<file path="src/logic/sensor_operational_control_regs.vh">
`ifndef SENSOR_OPERATIONAL_CONTROL_REGS_VH
`define SENSOR_OPERATIONAL_CONTROL_REGS_VH
// ==========================================================
// Register byte addresses (low byte of each register)
`define ADR_DIAG      7'h1A
`define ADR_X_OFF     7'h20
`define ADR_Y_OFF     7'h22
`define ADR_Z_OFF     7'h24
`define ADR_ALARM     7'h3C
`define ADR_GPIO      7'h44
`define ADR_MISC      7'h46
`define ADR_PERIOD    7'h48
`define ADR_CMD       7'h4A
// ==========================================================
// Reset values
`define RST_MISC      16'h0006
`define RST_PERIOD    16'h001F
`define RST_ZERO      16'h0000
// ==========================================================
// Command bit positions
`define CMD_AUTONULL  0
`define CMD_FACTORY   1
`define CMD_STANDBY   2
`define CMD_SAVE      3
`define CMD_CLRDIAG   4
`define CMD_CLRPEAK   5
`define CMD_ERASE     6
`define CMD_SWRESET   7
`define CMD_WAKE      8
// ==========================================================
// Diagnostic flag positions
`define DG_UNDER      0
`define DG_OVER       1
`define DG_NVFAIL     2
`define DG_SPI        3
`define DG_STBUSY     4
`define DG_STFAIL     5
`define DG_CHKSUM     6
`define DG_BUFFULL    7
`define DG_ALM1       8
`define DG_ALM2       9
// ==========================================================
// Field positions
`define MS_DR_SEL     0
`define MS_DR_POL     1
`define MS_DR_EN      2
`define MS_ST_EN      8
`define MS_ST_SKIP    9
`define MS_PK_AXIS    14
`define MS_PK_SUM     15
`define GP_DIR1       0
`define GP_DIR2       1
`define GP_LVL1       8
`define GP_LVL2       9
`define ALM_LINE1_HI  3'b110
// ==========================================================
// Timing
`define BASE_HZ       32768
`define CLK_HZ        200000000
`define T_WAKE_US     200
`define T_RESET_US    32000
`define T_SAVE_US     24000
`define T_LONG_US     350000
`define CLK_PER_US    200
`endif

</file>
<file path="src/logic/sensor_operational_control.v">
`timescale 1ns/1ps
`include "sensor_operational_control_regs.vh"
module sensor_operational_control #(
  parameter integer WAKE_CYC  = `T_WAKE_US * `CLK_PER_US,
  parameter integer RESET_CYC = `T_RESET_US * `CLK_PER_US,
  parameter integer SAVE_CYC  = `T_SAVE_US * `CLK_PER_US,
  parameter integer LONG_CYC  = `T_LONG_US * `CLK_PER_US,
  parameter integer BASE_DIV  = `CLK_HZ / `BASE_HZ
) (
  input  wire        clk,
  input  wire        rst,
  input  wire        sclk,           // Serial clock pin
  input  wire        cs_n,           // Chip select pin
  input  wire        mosi,           // Serial data in
  output reg         miso,           // Serial data out
  input  wire        supply_over,    // Supply above high limit
  input  wire        supply_under,   // Supply below low limit
  input  wire        checksum_bad,   // Program sum mismatch
  input  wire        alarm1,         // Alarm one active
  input  wire        alarm2,         // Alarm two active
  input  wire        buffer_full,    // Capture buffer full
  input  wire        selftest_fail,  // Self-test failed
  input  wire        selftest_busy,  // Self-test running
  input  wire        nv_fail,        // Nonvolatile update failed
  input  wire        line1_in,       // Digital line one input level
  input  wire        line2_in,       // Digital line two input level
  output reg         line1_out,      // Digital line one drive level
  output reg         line1_oe,       // Digital line one enable
  output reg         line2_out,      // Digital line two drive level
  output reg         line2_oe,       // Digital line two enable
  output reg         sample_tick,    // One pulse per sample
  output reg         data_ready,     // Internal data-ready level
  output reg         standby,        // Low-power standby
  output reg         busy,           // Command pause in progress
  output reg  [8:0]  cmd_pulse,      // One pulse per command start
  output reg         selftest_apply, // Self-test stimulus
  output reg         selftest_skip,  // No startup self-test
  output reg         peak_sum_en,    // Sum-of-squares peak enable
  output reg         peak_axis_en,   // Per-axis peak enable
  output reg  [9:0]  x_trim,         // X offset trim
  output reg  [9:0]  y_trim,         // Y offset trim
  output reg  [9:0]  z_trim          // Z offset trim
);
  // ==========================================================
  // Pin synchronisers
  reg  [2:0] sclk_s;     // Serial clock sync plus edge stage
  reg  [1:0] cs_s;       // Chip select sync
  reg  [1:0] mosi_s;     // Data sync
  reg  [1:0] l1_s;       // Line one input sync
  reg  [1:0] l2_s;       // Line two input sync
  reg        cs_d;       // Delayed chip select for edge
  wire       sclk_rise = sclk_s[1] & ~sclk_s[2];
  wire       sclk_fall = ~sclk_s[1] & sclk_s[2];
  wire       cs_rise   = cs_s[1] & ~cs_d;

  // Two flops before any logic reads pins
  always @(posedge clk)
  begin
    if (rst)
    begin
      sclk_s <= 3'h0;
      cs_s   <= 2'h3;
      cs_d   <= 1'b1;
      mosi_s <= 2'h0;
      l1_s   <= 2'h0;
      l2_s   <= 2'h0;
    end
    else
    begin
      sclk_s <= {sclk_s[1:0], sclk};
      cs_s   <= {cs_s[0], cs_n};
      cs_d   <= cs_s[1];
      mosi_s <= {mosi_s[0], mosi};
      l1_s   <= {l1_s[0], line1_in};
      l2_s   <= {l2_s[0], line2_in};
    end
  end

  // ==========================================================
  // Registers
  reg  [15:0] sample_period;        // Rate divisor
  reg  [15:0] misc_control;         // Data-ready and self-test
  reg  [15:0] general_line_control; // Line direction and level
  reg  [15:0] alarm_routing_control;// Alarm line routing
  reg  [15:0] diagnostic_flags;     // Clear-on-read flags
  reg  [15:0] x_off;                // Full trim registers
  reg  [15:0] y_off;
  reg  [15:0] z_off;
  reg  [8:0]  global_command;       // Pending command bits

  // ==========================================================
  // Serial shift engine
  reg  [15:0] shift_in;   // Incoming word
  reg  [15:0] shift_out;  // Outgoing word
  reg  [3:0]  bit_cnt;    // Edges modulo 16
  reg         word_done;  // Sixteenth edge seen
  reg         rd_diag;    // Diagnostic read in progress
  wire [15:0] word_now = {shift_in[14:0], mosi_s[1]};
  reg  [15:0] read_data;  // Muxed read value

  // Read mux on the address of the word just received, so the
  // next frame carries the data that this frame asked for
  always @*
  begin
    case ({word_now[14:9], 1'b0})
      `ADR_DIAG:   read_data = diagnostic_flags;
      `ADR_X_OFF:  read_data = x_off;
      `ADR_Y_OFF:  read_data = y_off;
      `ADR_Z_OFF:  read_data = z_off;
      `ADR_ALARM:  read_data = alarm_routing_control;
      `ADR_GPIO:   read_data = general_line_control;
      `ADR_MISC:   read_data = misc_control;
      `ADR_PERIOD: read_data = sample_period;
      default:     read_data = `RST_ZERO; // Unmapped reads zero
    endcase
  end

  // Per-byte write helper
  function [15:0] put_byte;
    input [15:0] old;
    input        hi;
    input [7:0]  d;
    begin
      put_byte = hi ? {d, old[7:0]} : {old[15:8], d};
    end
  endfunction

  // ==========================================================
  // Pause timer, commands suspend serial and sampling
  reg  [26:0] pause_cnt;  // Remaining pause cycles
  reg  [26:0] next_pause; // Pause length for new commands
  wire [7:0]  wd = word_now[7:0];
  wire        wr_hi = word_now[8];
  wire [6:0]  wa = word_now[14:8];

  // Longest pause among started commands
  always @*
  begin
    next_pause = 27'h0;
    if (wd[`CMD_ERASE] | wd[`CMD_FACTORY])
      next_pause = LONG_CYC[26:0];
    else if (wd[`CMD_SWRESET])
      next_pause = RESET_CYC[26:0];
    else if (wd[`CMD_SAVE])
      next_pause = SAVE_CYC[26:0];
    if (wr_hi && wd[0] && next_pause == 27'h0)
      next_pause = WAKE_CYC[26:0];
    else if (wr_hi)
      next_pause = 27'h0;
  end

  // Pause begins at this very edge; sampling must halt now, not a cycle late
  wire pause_start = !cs_s[1] && !busy && sclk_rise && bit_cnt == 4'hF &&
                     word_now[15] && ({wa[6:1], 1'b0} == `ADR_CMD) &&
                     next_pause != 27'h0;

  // Frame handling and register writes
  always @(posedge clk)
  begin
    if (rst || (busy && pause_cnt == 27'h1 && global_command[`CMD_SWRESET]))
    begin
      shift_in <= 16'h0;
      shift_out <= 16'h0;
      bit_cnt <= 4'h0;
      word_done <= 1'b0;
      rd_diag <= 1'b0;
      miso <= 1'b0;
      sample_period <= `RST_PERIOD;
      misc_control <= `RST_MISC;
      general_line_control <= `RST_ZERO;
      alarm_routing_control <= `RST_ZERO;
      x_off <= `RST_ZERO;
      y_off <= `RST_ZERO;
      z_off <= `RST_ZERO;
      global_command <= 9'h0;
      pause_cnt <= 27'h0;
      busy <= 1'b0;
      cmd_pulse <= 9'h0;
      standby <= 1'b0;
    end
    else
    begin
      word_done <= 1'b0;
      cmd_pulse <= 9'h0;
      rd_diag <= 1'b0;
      // Pause countdown, command bits clear at end
      if (busy)
      begin
        if (pause_cnt <= 27'h1)
        begin
          busy <= 1'b0;
          global_command <= 9'h0;
        end
        pause_cnt <= pause_cnt - 27'h1;
      end
      else if (|global_command)
        global_command <= 9'h0; // instant commands finish at once
      if (cs_s[1])
        bit_cnt <= 4'h0;
      else if (!busy && sclk_fall)
        miso <= shift_out[15];
      else if (!busy && sclk_rise)
      begin
        // Ignored while paused
        shift_in <= word_now;
        shift_out <= {shift_out[14:0], 1'b0};
        bit_cnt <= bit_cnt + 4'h1;
        if (bit_cnt == 4'hF)
        begin
          word_done <= 1'b1;
          if (!word_now[15])
          begin
            shift_out <= read_data;
            rd_diag <= ({wa[6:1], 1'b0} == `ADR_DIAG);
          end
          else
          begin
            case ({wa[6:1], 1'b0})
              `ADR_X_OFF:  x_off <= put_byte(x_off, wa[0], wd);
              `ADR_Y_OFF:  y_off <= put_byte(y_off, wa[0], wd);
              `ADR_Z_OFF:  z_off <= put_byte(z_off, wa[0], wd);
              `ADR_ALARM:  alarm_routing_control <=
                             put_byte(alarm_routing_control, wa[0], wd);
              `ADR_GPIO:   general_line_control <=
                             put_byte(general_line_control, wa[0], wd);
              `ADR_MISC:   misc_control <= put_byte(misc_control, wa[0], wd);
              `ADR_PERIOD: sample_period <=
                             put_byte(sample_period, wa[0], wd);
              `ADR_CMD:
              begin
                global_command <= wa[0] ? {wd[0], 8'h0} : {1'b0, wd};
                cmd_pulse <= wa[0] ? {wd[0], 8'h0} : {1'b0, wd};
                if (next_pause != 27'h0)
                begin
                  busy <= 1'b1;
                  pause_cnt <= next_pause;
                end
                if (!wa[0] && wd[`CMD_STANDBY])
                  standby <= 1'b1;
                if (wa[0] && wd[0])
                  standby <= 1'b0;
              end
              default: ;
            endcase
          end
        end
      end
    end
  end

  // ==========================================================
  // Sample rate divider: base tick then divisor
  reg  [15:0] base_cnt;   // Clock cycles per base tick
  reg  [15:0] rate_cnt;   // Base ticks per sample
  wire [15:0] rate_divisor = sample_period;

  // Sampling halts in standby and during pauses
  always @(posedge clk)
  begin
    if (rst)
    begin
      base_cnt <= 16'h0;
      rate_cnt <= 16'h0;
      sample_tick <= 1'b0;
    end
    else
    begin
      sample_tick <= 1'b0;
      if (!busy && !standby && !pause_start)
      begin
        if (base_cnt == BASE_DIV[15:0] - 16'h1)
        begin
          base_cnt <= 16'h0;
          if (rate_cnt >= rate_divisor)
          begin
            rate_cnt <= 16'h0;
            sample_tick <= 1'b1;
          end
          else
            rate_cnt <= rate_cnt + 16'h1;
        end
        else
          base_cnt <= base_cnt + 16'h1;
      end
    end
  end

  // ==========================================================
  // Diagnostic flags, set beats clear
  wire [15:0] flag_set = {6'h0, alarm2, alarm1, buffer_full, checksum_bad,
                          selftest_fail, selftest_busy, 1'b0, nv_fail,
                          supply_over & sample_tick, supply_under & sample_tick};
  reg         spi_err;    // Bad clock count at deselect

  // Flags clear on read or clear command
  always @(posedge clk)
  begin
    if (rst)
    begin
      diagnostic_flags <= `RST_ZERO;
      spi_err <= 1'b0;
    end
    else
    begin
      spi_err <= cs_rise && bit_cnt != 4'h0;
      if (rd_diag || cmd_pulse[`CMD_CLRDIAG])
        diagnostic_flags <= flag_set | {12'h0, spi_err, 3'h0};
      else
        diagnostic_flags <= diagnostic_flags | flag_set
                            | {12'h0, spi_err, 3'h0};
    end
  end

  // ==========================================================
  // Line drivers and control outputs
  reg dr_pulse; // Data-ready level, set by a sample, cleared when a serial word completes

  // Outputs from control registers
  always @(posedge clk)
  begin
    if (rst)
    begin
      dr_pulse <= 1'b0;
      data_ready <= 1'b0;
      line1_out <= 1'b0;
      line1_oe <= 1'b0;
      line2_out <= 1'b0;
      line2_oe <= 1'b0;
      selftest_apply <= 1'b0;
      selftest_skip <= 1'b0;
      peak_sum_en <= 1'b0;
      peak_axis_en <= 1'b0;
      x_trim <= 10'h0;
      y_trim <= 10'h0;
      z_trim <= 10'h0;
    end
    else
    begin
      if (sample_tick)
        dr_pulse <= 1'b1;
      else if (word_done)
        dr_pulse <= 1'b0;
      data_ready <= dr_pulse;
      selftest_apply <= misc_control[`MS_ST_EN];
      selftest_skip <= misc_control[`MS_ST_SKIP];
      peak_sum_en <= misc_control[`MS_PK_SUM];
      peak_axis_en <= misc_control[`MS_PK_AXIS];
      x_trim <= x_off[9:0];
      y_trim <= y_off[9:0];
      z_trim <= z_off[9:0];
      // data-ready first, then alarm (line one only), then general purpose
      if (misc_control[`MS_DR_EN] && !misc_control[`MS_DR_SEL])
      begin
        line1_oe <= 1'b1;
        line1_out <= ~(dr_pulse ^ misc_control[`MS_DR_POL]);
      end
      else if (alarm_routing_control[2:0] == `ALM_LINE1_HI)
      begin
        line1_oe <= 1'b1;
        line1_out <= alarm1;
      end
      else
      begin
        line1_oe <= general_line_control[`GP_DIR1];
        line1_out <= general_line_control[`GP_LVL1];
      end
      if (misc_control[`MS_DR_EN] && misc_control[`MS_DR_SEL])
      begin
        line2_oe <= 1'b1;
        line2_out <= ~(dr_pulse ^ misc_control[`MS_DR_POL]);
      end
      else
      begin
        line2_oe <= general_line_control[`GP_DIR2];
        line2_out <= general_line_control[`GP_LVL2];
      end
    end
  end
endmodule

</file>
<file path="config.mk">
export PLATFORM = sky130hd
export DESIGN_NAME = sensor_operational_control
export DESIGN_NICKNAME = d
export VERILOG_FILES = /design/src/logic/sensor_operational_control.v
export VERILOG_INCLUDE_DIRS = /design/src /design/src/logic
export SDC_FILE = /design/constraint.sdc
export NUM_CORES = 1
export LEC_CHECK = 0
export ABC_AREA = 1
export BUFFER_PORTS_ARGS = -buffer_cell sky130_fd_sc_hd__buf_2
export CAP_MARGIN = 20
export CORE_UTILIZATION = 55
export CTS_BUF_LIST = sky130_fd_sc_hd__clkbuf_8
export CTS_CLUSTER_DIAMETER = 50
export DETAILED_ROUTE_END_ITERATION = 16
export HOLD_SLACK_MARGIN = 0.06
export PLACE_DENSITY = 0.73
export SLEW_MARGIN = 20
export SYNTH_ARGS = -nofsm -noshare
export SYNTH_HDL_FRONTEND = slang
export SYNTH_SLANG_ARGS = --single-unit
</file>
<file path="constraint.sdc">
create_clock -name clk -period 2.3 [get_ports clk]
set_clock_uncertainty 0.1 [all_clocks]
set_input_delay 0.115 -clock clk [delete_from_list [all_inputs] [get_ports clk]]
set_output_delay 0.115 -clock clk [all_outputs]
set_load 0.02 [all_outputs]
</file>
---- Word level (Yosys, flattened, before mapping) ----
Cells that the tools add are included.
operators by class
  order comparisons ....................... 2
  add/sub/neg operators ................... 4
  reductions and logical operators ........ 56
  muxes and demuxes ....................... 50
  bitwise gates (word level) .............. 23
  equal/unequal tests ..................... 13
operators with widths
  kind                   count
  $mux 27                11
  $pmux 16 s8            1
  $reduce_and 7->1       15
  $mux 9                 10
  $mux 16                5
  $mux 23                2
  $add 16x1->16 const B  2
  $eq 27x1->1 const B    1
  $le 27x1->1 const B    1
  $logic_not 27->1       1
  $reduce_bool 27->1     1
  $sub 27x1->27 const B  1
  $eq 6x5->1 const B     4
  $eq 6x6->1 const B     4
  $mux 1                 21
  $logic_and 1x1->1      18
  $eq 16x13->1 const B   1
  $ge 16x16->1           1
  $or 16x10->16          1
  $or 16x4->16           1
  $not 1->1              13
  $or 10x4->10           1
  $reduce_or 9->1        1
  $reduce_or 7->1        1
  17 further kinds       30
word-level totals
  input bits .............................. 16
  logic and storage cells ................. 195
  register bits after elaboration ......... 295
  output and inout bits ................... 52

---- Depth between registers and ports, before layout ----
Gate-level depths: netlist of the first run.
  word-level depth ........................ 14
  mapped depth ............................ 13
  gate-level depth less buffers ........... 13

---- Worst setup path after synthesis of the first run ----
No wires, ideal clock.
  kind .................................... register to register
  start ................................... register busy
  end ..................................... register pause_cnt[19]
  arrival time ............................ 1572 ps
  setup time .............................. 117 ps
  path buffers ............................ 0
  data required time ...................... 2083 ps
  clock period less this slack ............ 1789 ps
  stages on the path, launching flop included .. 10
  path slack .............................. 511 ps
  path through ............................ dfxtp_1 -> nand2_1 -> nor2_1 -> nand2_1 -> nor2_1 -> nand3_1 -> nand2_1 -> nand2_1 -> o21ai_0 -> nor2_1
between the ends
  word-level cells in the longest chain between the ends .. 8
  elaborated cells on any way between the ends .. 14
  those cells by class .................... mux: 8; reduce/logical: 6
RTL lines
  item                      RTL line                          source
  start: declaration        sensor_operational_control.v:34   output reg busy,
  start signal: assignment  sensor_operational_control.v:177  busy <= 1'b0;
  start signal: assignment  sensor_operational_control.v:191  busy <= 1'b0;
  start signal: assignment  sensor_operational_control.v:235  busy <= 1'b1;
  $mux 27                   sensor_operational_control.v:187  if (busy)
  $mux 27                   sensor_operational_control.v:233  if (next_pause != 27'h0)
  $mux 27                   sensor_operational_control.v:218  case ({wa[6:1], 1'b0})
  $mux 27                   sensor_operational_control.v:211  if (!word_now[15])
  $mux 27                   sensor_operational_control.v:208  if (bit_cnt == 4'hF)
  $mux 27                   sensor_operational_control.v:202  else if (!busy && sclk_rise)
  $mux 27                   sensor_operational_control.v:200  else if (!busy && sclk_fall)
  $mux 27                   sensor_operational_control.v:198  if (cs_s[1])
  end signal: assignment    sensor_operational_control.v:194  pause_cnt <= pause_cnt - 27'h1;
  end signal: assignment    sensor_operational_control.v:236  pause_cnt <= next_pause;
  end: declaration          sensor_operational_control.v:130  reg [26:0] pause_cnt;
Several ways; a longest one is shown, not always the timed one.
A chain may end at the register's enable or synchronous reset.

---- Worst setup path in the final report of the first run ----
  start ................................... register busy
  end ..................................... register base_cnt[4]
between the ends
  word-level cells in the longest chain between the ends .. 9
  elaborated cells on any way between the ends .. 10
  those cells by class .................... reduce/logical: 10
RTL lines
  item                            RTL line                                                            source
  $logic_not 1->1 *               sensor_operational_control.v:153, sensor_operational_control.v:269
  $logic_and 1x1->1 (6 in a row)  sensor_operational_control.v:153                                    wire pause_start = !cs_s[1] && !busy && sclk_rise && bit_cnt == 4'hF &&
  $logic_not 1->1                 sensor_operational_control.v:269                                    if (!busy && !standby && !pause_start)
  $logic_and 1x1->1 *             sensor_operational_control.v:269
  end signal: assignment          sensor_operational_control.v:283                                    base_cnt <= base_cnt + 16'h1;
  end: declaration                sensor_operational_control.v:253                                    reg [15:0] base_cnt;
Mark *: on every way between the ends. The rest lies on a longest branch, timed or not.

==> impl_metrics.json, run 1 <==
{
  "run_status": "complete, no violations",
  "numnets_final": 2009,
  "grt_antenna_before_repair": 0,
  "cts_buffers": 47,
  "dr_total_vias": 12500,
  "postSynthNetCount": 1915,
  "first_global_vias": 11300,
  "core_region_area_sq_mm": 0.0235,
  "post_layout_minimum_cycle_time_ns": 2.12,
  "critical_path.startpoint_type": "flip-flop",
  "wl_met2_um": 16700,
  "worst_hold_path.num_cells": 3,
  "hold_path.startpoint": "cs_n",
  "drt_pass1_iterations": 6,
  "power.internal_mw": 7.65,
  "gr-total-overflow": 0,
  "drv_slew": 0,
  "synth_to_layout_area_growth_pct": 14.3,
  "insertedDiodeCount": 0,
  "seq_area_frac_synth": 0.439,
  "setup_viol": 0,
  "sequence_of_cells_on_the_critical_path": "nor2_1, nand2_1, nor3_2, nand3_4, nand3_4, nand2_2, inv_2, o21ai_0, a21oi_1",
  "synth.largest_area_cell": "dfxtp_1",
  "gr-usage-all-layers": 0.297,
  "clock_path_buffers": 3,
  "drt-initial-drc-count": 998,
  "critical-path-top-cell-by-count": "nand3_4",
  "clkSlewWorstSetupHoldPaths_ns": 0.06,
  "fin_area_sq_mm": 0.0151,
  "num_io_pins": 68,
  "routabilityCongestion": 0.921,
  "power.net_switching_mw": 2.23,
  "nFillCells": 2108,
  "uppermost_layer_routed": "met4",
  "placementRows": 56,
  "drt-vias-per-instance": 5.39,
  "routed_wire_length_per_instance_um": 15.5,
  "dpl_worst_slack_ns": 0.185,
  "synth_top_cells_by_count": "457 x nand2_1, 289 x dfxtp_1, 236 x nor2_1, 190 x a21oi_1, 188 x nand3_1",
  "setup-tns-final_ns": 0,
  "rr_worst_depth": 9,
  "synthCells": 1876,
  "cp.arrival_ns": 2.52,
  "rsz0062_at_grt": "false",
  "synthDominantCellAreaShare": 0.439,
  "critical_path_class": "flip-flop to flip-flop",
  "critical_path_max_stage_delay_ns": 0.43,
  "power_frac_clock": 0.468,
  "top_post_synthesis_cells_by_area": "dfxtp_1 44%, nand2_1 13%, a21oi_1 7.2%",
  "dieArea_sq_mm": 0.0246,
  "power.leakage_nw": 6.05,
  "power_switching_share": 0.226,
  "synth-edff-count": 0,
  "io_buffer_count": 65,
  "timing.critical_path.slowest_stage_cell": "dfxtp_1",
  "postRouteAntennaNets": 0,
  "initial_core_util": 0.562,
  "placed_area_sq_mm": 0.0139,
  "clock-root-buffer": "clkbuf_8",
  "synth.yosys.warnings": 0,
  "timing.rr.start": "busy",
  "wire_length_of_the_first_global_routing_pass_um": 57500,
  "worstPathMaxFanout": 10,
  "worst_setup_path_end_kind": "flip-flop",
  "dpl.hpwl_um": 25400,
  "die_h_um": 157,
  "met3RoutedLength_um": 2530,
  "finalCritPeriodShare": 0.923,
  "final.setup.worst_slack_ns": 0.176,
  "drive_gt1_frac": 0.122,
  "worstHoldPathType": "input pin to flip-flop",
  "total_power_mw": 9.88,
  "syn-mean-instance-area_sq_um": 7.03,
  "chipWidth_um": 157,
  "synthArstFlopShare": 0,
  "clock_sinks": 289,
  "maxCapViolCount": 0,
  "critPathRequiredTime_ns": 2.70,
  "synth_area_sq_mm": 0.0132,
  "drt_wl_total_um": 36100,
  "power.sequential.fraction": 0.511,
  "worstMarginPinSlew_ns": 0.710,
  "vdd_ir_drop_max_uv": 548,
  "p_per_area_mw_per_mm2": 656,
  "hold_viol": 0,
  "clock.fmax_mhz": 471,
  "synth.ff_latch_count": 289,
  "synth_top_flop_cell": "dfxtp_1",
  "count_of_unique_library_cells_instantiated_by_yosys": 46,
  "route.detailed.drc": 0,
  "cts_h_tree_lvls": 2,
  "place_inst": 2227,
  "layout.cells.non_filler": 2323,
  "grt_max_degree": 56,
  "power_frac_comb": 0.021,
  "detailed_routing_wirelength_on_met1_um": 15500,
  "clock_tree_from_tritoncts": "done",
  "timing.slew.headroom": 0.525,
  "yosys.cell_count.top_type": "nand2_1",
  "critPathLaunch": "busy",
  "clock_insertion_delay_worst_skew_ns": 0.58
}
## critical path: cells and delay by family, from the launching register on
family	cells	cell delay [ns]
buffers and inverters	1	0.18
flip-flops	1	0.43
AND/OR/NAND/NOR	6	1.11
AO/OA/AOI/OAI	2	0.23
## path summary, 6_finish.rpt
check	endpoint	slack (ns)
max	base_cnt[4]	0.18
min	cs_s[0]	0.17
max reg2reg	base_cnt[4]	0.18
min reg2reg	mosi_s[1]	0.31
## power by group through the flow
stage               Combinational [mW]  Clock, mW  Sequential, mW
floorplan                        0.131          0            5.15
global placement                 0.186          0            5.15
detailed placement               0.190          0            5.15
CTS                              0.207       4.69            5.04
global route                     0.227       4.93            5.04
finish                           0.210       4.63            5.04
## kinds of logic after synthesis
| group | Yosys count | share of synthesized area |
|---|---|---|
| adders and majority gates | 23 | 0.0218 |
| AOI/OAI and AO/OA | 306 | 0.122 |
| xor gates and xnor gates | 20 | 0.0133 |
| DFF | 289 | 0.439 |
| and+or+nand+nor | 973 | 0.319 |
| buffers and inverters | 265 | 0.0854 |
## state kept, by name, indices dropped and copies added, names as in the netlist, 4 cells and up
| signal | count |
|---|---|
| alarm_routing_control | 16 |
| base_cnt | 16 |
| bit_cnt | 4 |
| cmd_pulse | 9 |
| diagnostic_flags | 10 |
| general_line_control | 16 |
| global_command | 9 |
| misc_control | 16 |
| pause_cnt | 27 |
| rate_cnt | 16 |
| rate_divisor | 16 |
| shift_in | 15 |
| shift_out | 16 |
| x_off | 16 |
| x_trim | 10 |
| y_off | 16 |
| y_trim | 10 |
| z_off | 16 |
| z_trim | 10 |
## layer usage
| metal | vias up | global-route usage |
|---|---|---|
| met5 | - | 0 |
| met4 | 0 | 0.135 |
| met3 | 100 | 0.0487 |
| met2 | 441 | 0.486 |
| met1 | 5716 | 0.382 |
| li1 | 6258 | - |
## repair_timing
| action | CTS | global route |
|---|---|---|
| hold endpoints to repair | 49 | 0 |
| buffers inserted | 0 | 0 |
| setup endpoints to repair | 0 | 8 |
| gates resized for setup | 0 | 6 |
| hold buffers | 13 | 0 |
## cell type report
cell class                 instances  area (sq um)  share of cell area
sequential                       289          5790               0.384
multi-input combinational       1322          6300               0.418
timing repair buffer             131           920              0.0610
inverter                         179           676              0.0448
tap                              319           399              0.0265
clock buffer                      59           812              0.0539
clock inverter                    24           175              0.0116
## cells in the final DEF, fill, tap and decap left out, types with 6 or more instances in the layout
master         instances
nor2_1               233
nor2_2                10
xor2_1                16
o22ai_1                8
nor2_4                11
buf_4                 47
nand3_1              188
ha_1                  23
nand2_1              457
o21bai_1               8
o211ai_1               6
inv_2                  8
nand2_2                7
inv_1                178
clkinv_2               7
nor3_1                16
o21ai_0               79
clkbuf_8              59
buf_2                 65
nor4_1                 7
nand4_1               24
dfxtp_1              289
dlygate4sd3_1         13
a21oi_1              190
## stage by stage
stage           util  hold WS, ns
5_1_grt        0.642        0.190
3_3_place_gp   0.594        0.204
4_1_cts        0.641        0.160
3_5_place_dp   0.594        0.217
2_1_floorplan      -        0.103
6_report       0.642        0.175
Power figures use the tool's default switching activity.
==> run 2: changes to the inputs <==
==> constraint.sdc (replaced) <==
create_clock -name clk -period 2.6 [get_ports clk]
set_clock_uncertainty 0.1 [all_clocks]
set_input_delay 0.13 -clock clk [delete_from_list [all_inputs] [get_ports clk]]
set_output_delay 0.13 -clock clk [all_outputs]
set_load 0.005 [all_outputs]
==> impl_metrics.json, run 2 (synthesis results as in run 1) <==
{
  "critical_path_class": "flip-flop to flip-flop",
  "setup_viol": 0,
  "nFillCells": 2150,
  "clock.fmax_mhz": 420,
  "critical_path.startpoint_type": "flip-flop",
  "timing.slew.headroom": 0.347,
  "final_core_util": 0.638,
  "power.leakage_nw": 5.99,
  "die_h_um": 157,
  "rr_worst_depth": 8,
  "io_buffer_count": 65,
  "clock_tree_from_tritoncts": "done",
  "grt_antenna_before_repair": 0,
  "clock-root-buffer": "clkbuf_8",
  "worst_setup_path_end_kind": "flip-flop",
  "layout.cells.non_filler": 2310,
  "placementRows": 56,
  "chipWidth_um": 157,
  "numnets_final": 1997,
  "cts_h_tree_lvls": 2,
  "worst_hold_path.num_cells": 3,
  "vdd_ir_drop_max_uv": 532,
  "dr_total_vias": 12500,
  "total_power_mw": 8.89,
  "drt-initial-drc-count": 1130,
  "routabilityCongestion": 0.889,
  "dieArea_sq_mm": 0.0246,
  "post-cts-setup-buffers": 0,
  "run_status": "complete, no violations",
  "largest_register_ff_count": 27,
  "route.detailed.drc": 0,
  "post_layout_minimum_cycle_time_ns": 2.38,
  "num_io_pins": 68,
  "postRouteAntennaNets": 0,
  "drt_pass1_iterations": 5,
  "gr-usage-all-layers": 0.302,
  "worstHoldPathType": "input pin to flip-flop",
  "grt_max_degree": 54,
  "initial_core_util": 0.562,
  "drt-vias-per-instance": 5.43,
  "maxCapViolCount": 0,
  "max_flop_register": "pause_cnt",
  "p_per_area_mw_per_mm2": 594,
  "drt_wl_total_um": 36500,
  "rsz0062_at_grt": "false",
  "routed_wire_length_per_instance_um": 15.8,
  "seqCellArea_sq_mm": 0.00579,
  "cp.arrival_ns": 2.71,
  "clock_path_buffers": 3,
  "first_global_vias": 11500,
  "drive_gt1_frac": 0.116,
  "multi_input_area_sq_mm": 0.00630,
  "hold_viol": 0,
  "worstPathMaxFanout": 18,
  "cts_buffers": 48,
  "insertedDiodeCount": 0,
  "fin_area_sq_mm": 0.0150,
  "place_inst": 2214,
  "hold_ws_ns": 0.182,
  "drv_slew": 0,
  "critPathRequiredTime_ns": 2.93,
  "most_common_cell_after_layout_fill_and_taps_aside": "nand2_1",
  "worstMarginPinSlew_ns": 0.978,
  "dpl.hpwl_um": 25300,
  "clock_sinks": 289,
  "clock_insertion_delay_worst_skew_ns": 0.57,
  "final.setup.worst_slack_ns": 0.218,
  "synth_to_layout_area_growth_pct": 13.5,
  "placed_area_sq_mm": 0.0138,
  "clkSlewWorstSetupHoldPaths_ns": 0.07,
  "core_region_area_sq_mm": 0.0235,
  "gr-total-overflow": 0,
  "wire_length_of_the_first_global_routing_pass_um": 58400,
  "finalCritPeriodShare": 0.916,
  "dpl_worst_slack_ns": 0.205,
  "setup-tns-final_ns": 0,
  "layout.cells.most_common_list": "457 x nand2_1, 289 x dfxtp_1, 235 x nor2_1"
}
[run 2: final timing paths]
path                 from         to  slack (ns)
max          shift_in[11]  x_off[13]        0.22
min                  cs_n    cs_s[0]        0.18
max reg2reg  shift_in[11]  x_off[13]        0.22
min reg2reg     mosi_s[0]  mosi_s[1]        0.29
[run 2: final cells by class]
type / instances / share of cell area
clock buffer: 57 / 0.0524
inverter: 179 / 0.0451
timing repair buffer: 118 / 0.0530
clock inverter: 26 / 0.0153
tap: 319 / 0.0267
sequential: 289 / 0.387
multi-input combinational: 1322 / 0.421
[run 2: timing repair]
| action | CTS | global route |
|---|---|---|
| gates resized for setup | 0 | 1 |
| endpoints found under the setup margin | 0 | 6 |
| hold endpoints to repair | 42 | 0 |
| hold buffers | 13 | 0 |
[run 2: worst max-delay path, cell delays in order, from the launching register on]
cell     delay, ns
dfxtp_1       0.37
inv_1         0.07
nand2_1       0.06
nor2_1        0.18
nand2_1       0.34
nor2_4        0.53
nand2_1       0.38
nand2_1       0.14
a21oi_1       0.07
[run 2: power breakdown]
part           total (mW)  switching (mW)  internal [mW]
sequential           4.46          0.0138           4.45
clock                4.24            1.84           2.39
combinational       0.186           0.128         0.0578
total                8.89            1.99           6.90
[run 2: per-layer routing]
layer / vias to the layer above / track usage / wire length [um]
li1: 6244 / - / -
met1: 5760 / 0.392 / 15800
met2: 428 / 0.488 / 16800
met3: 100 / 0.0504 / 2410
met4: 0 / 0.143 / 1550
met5: - / 0 / 0
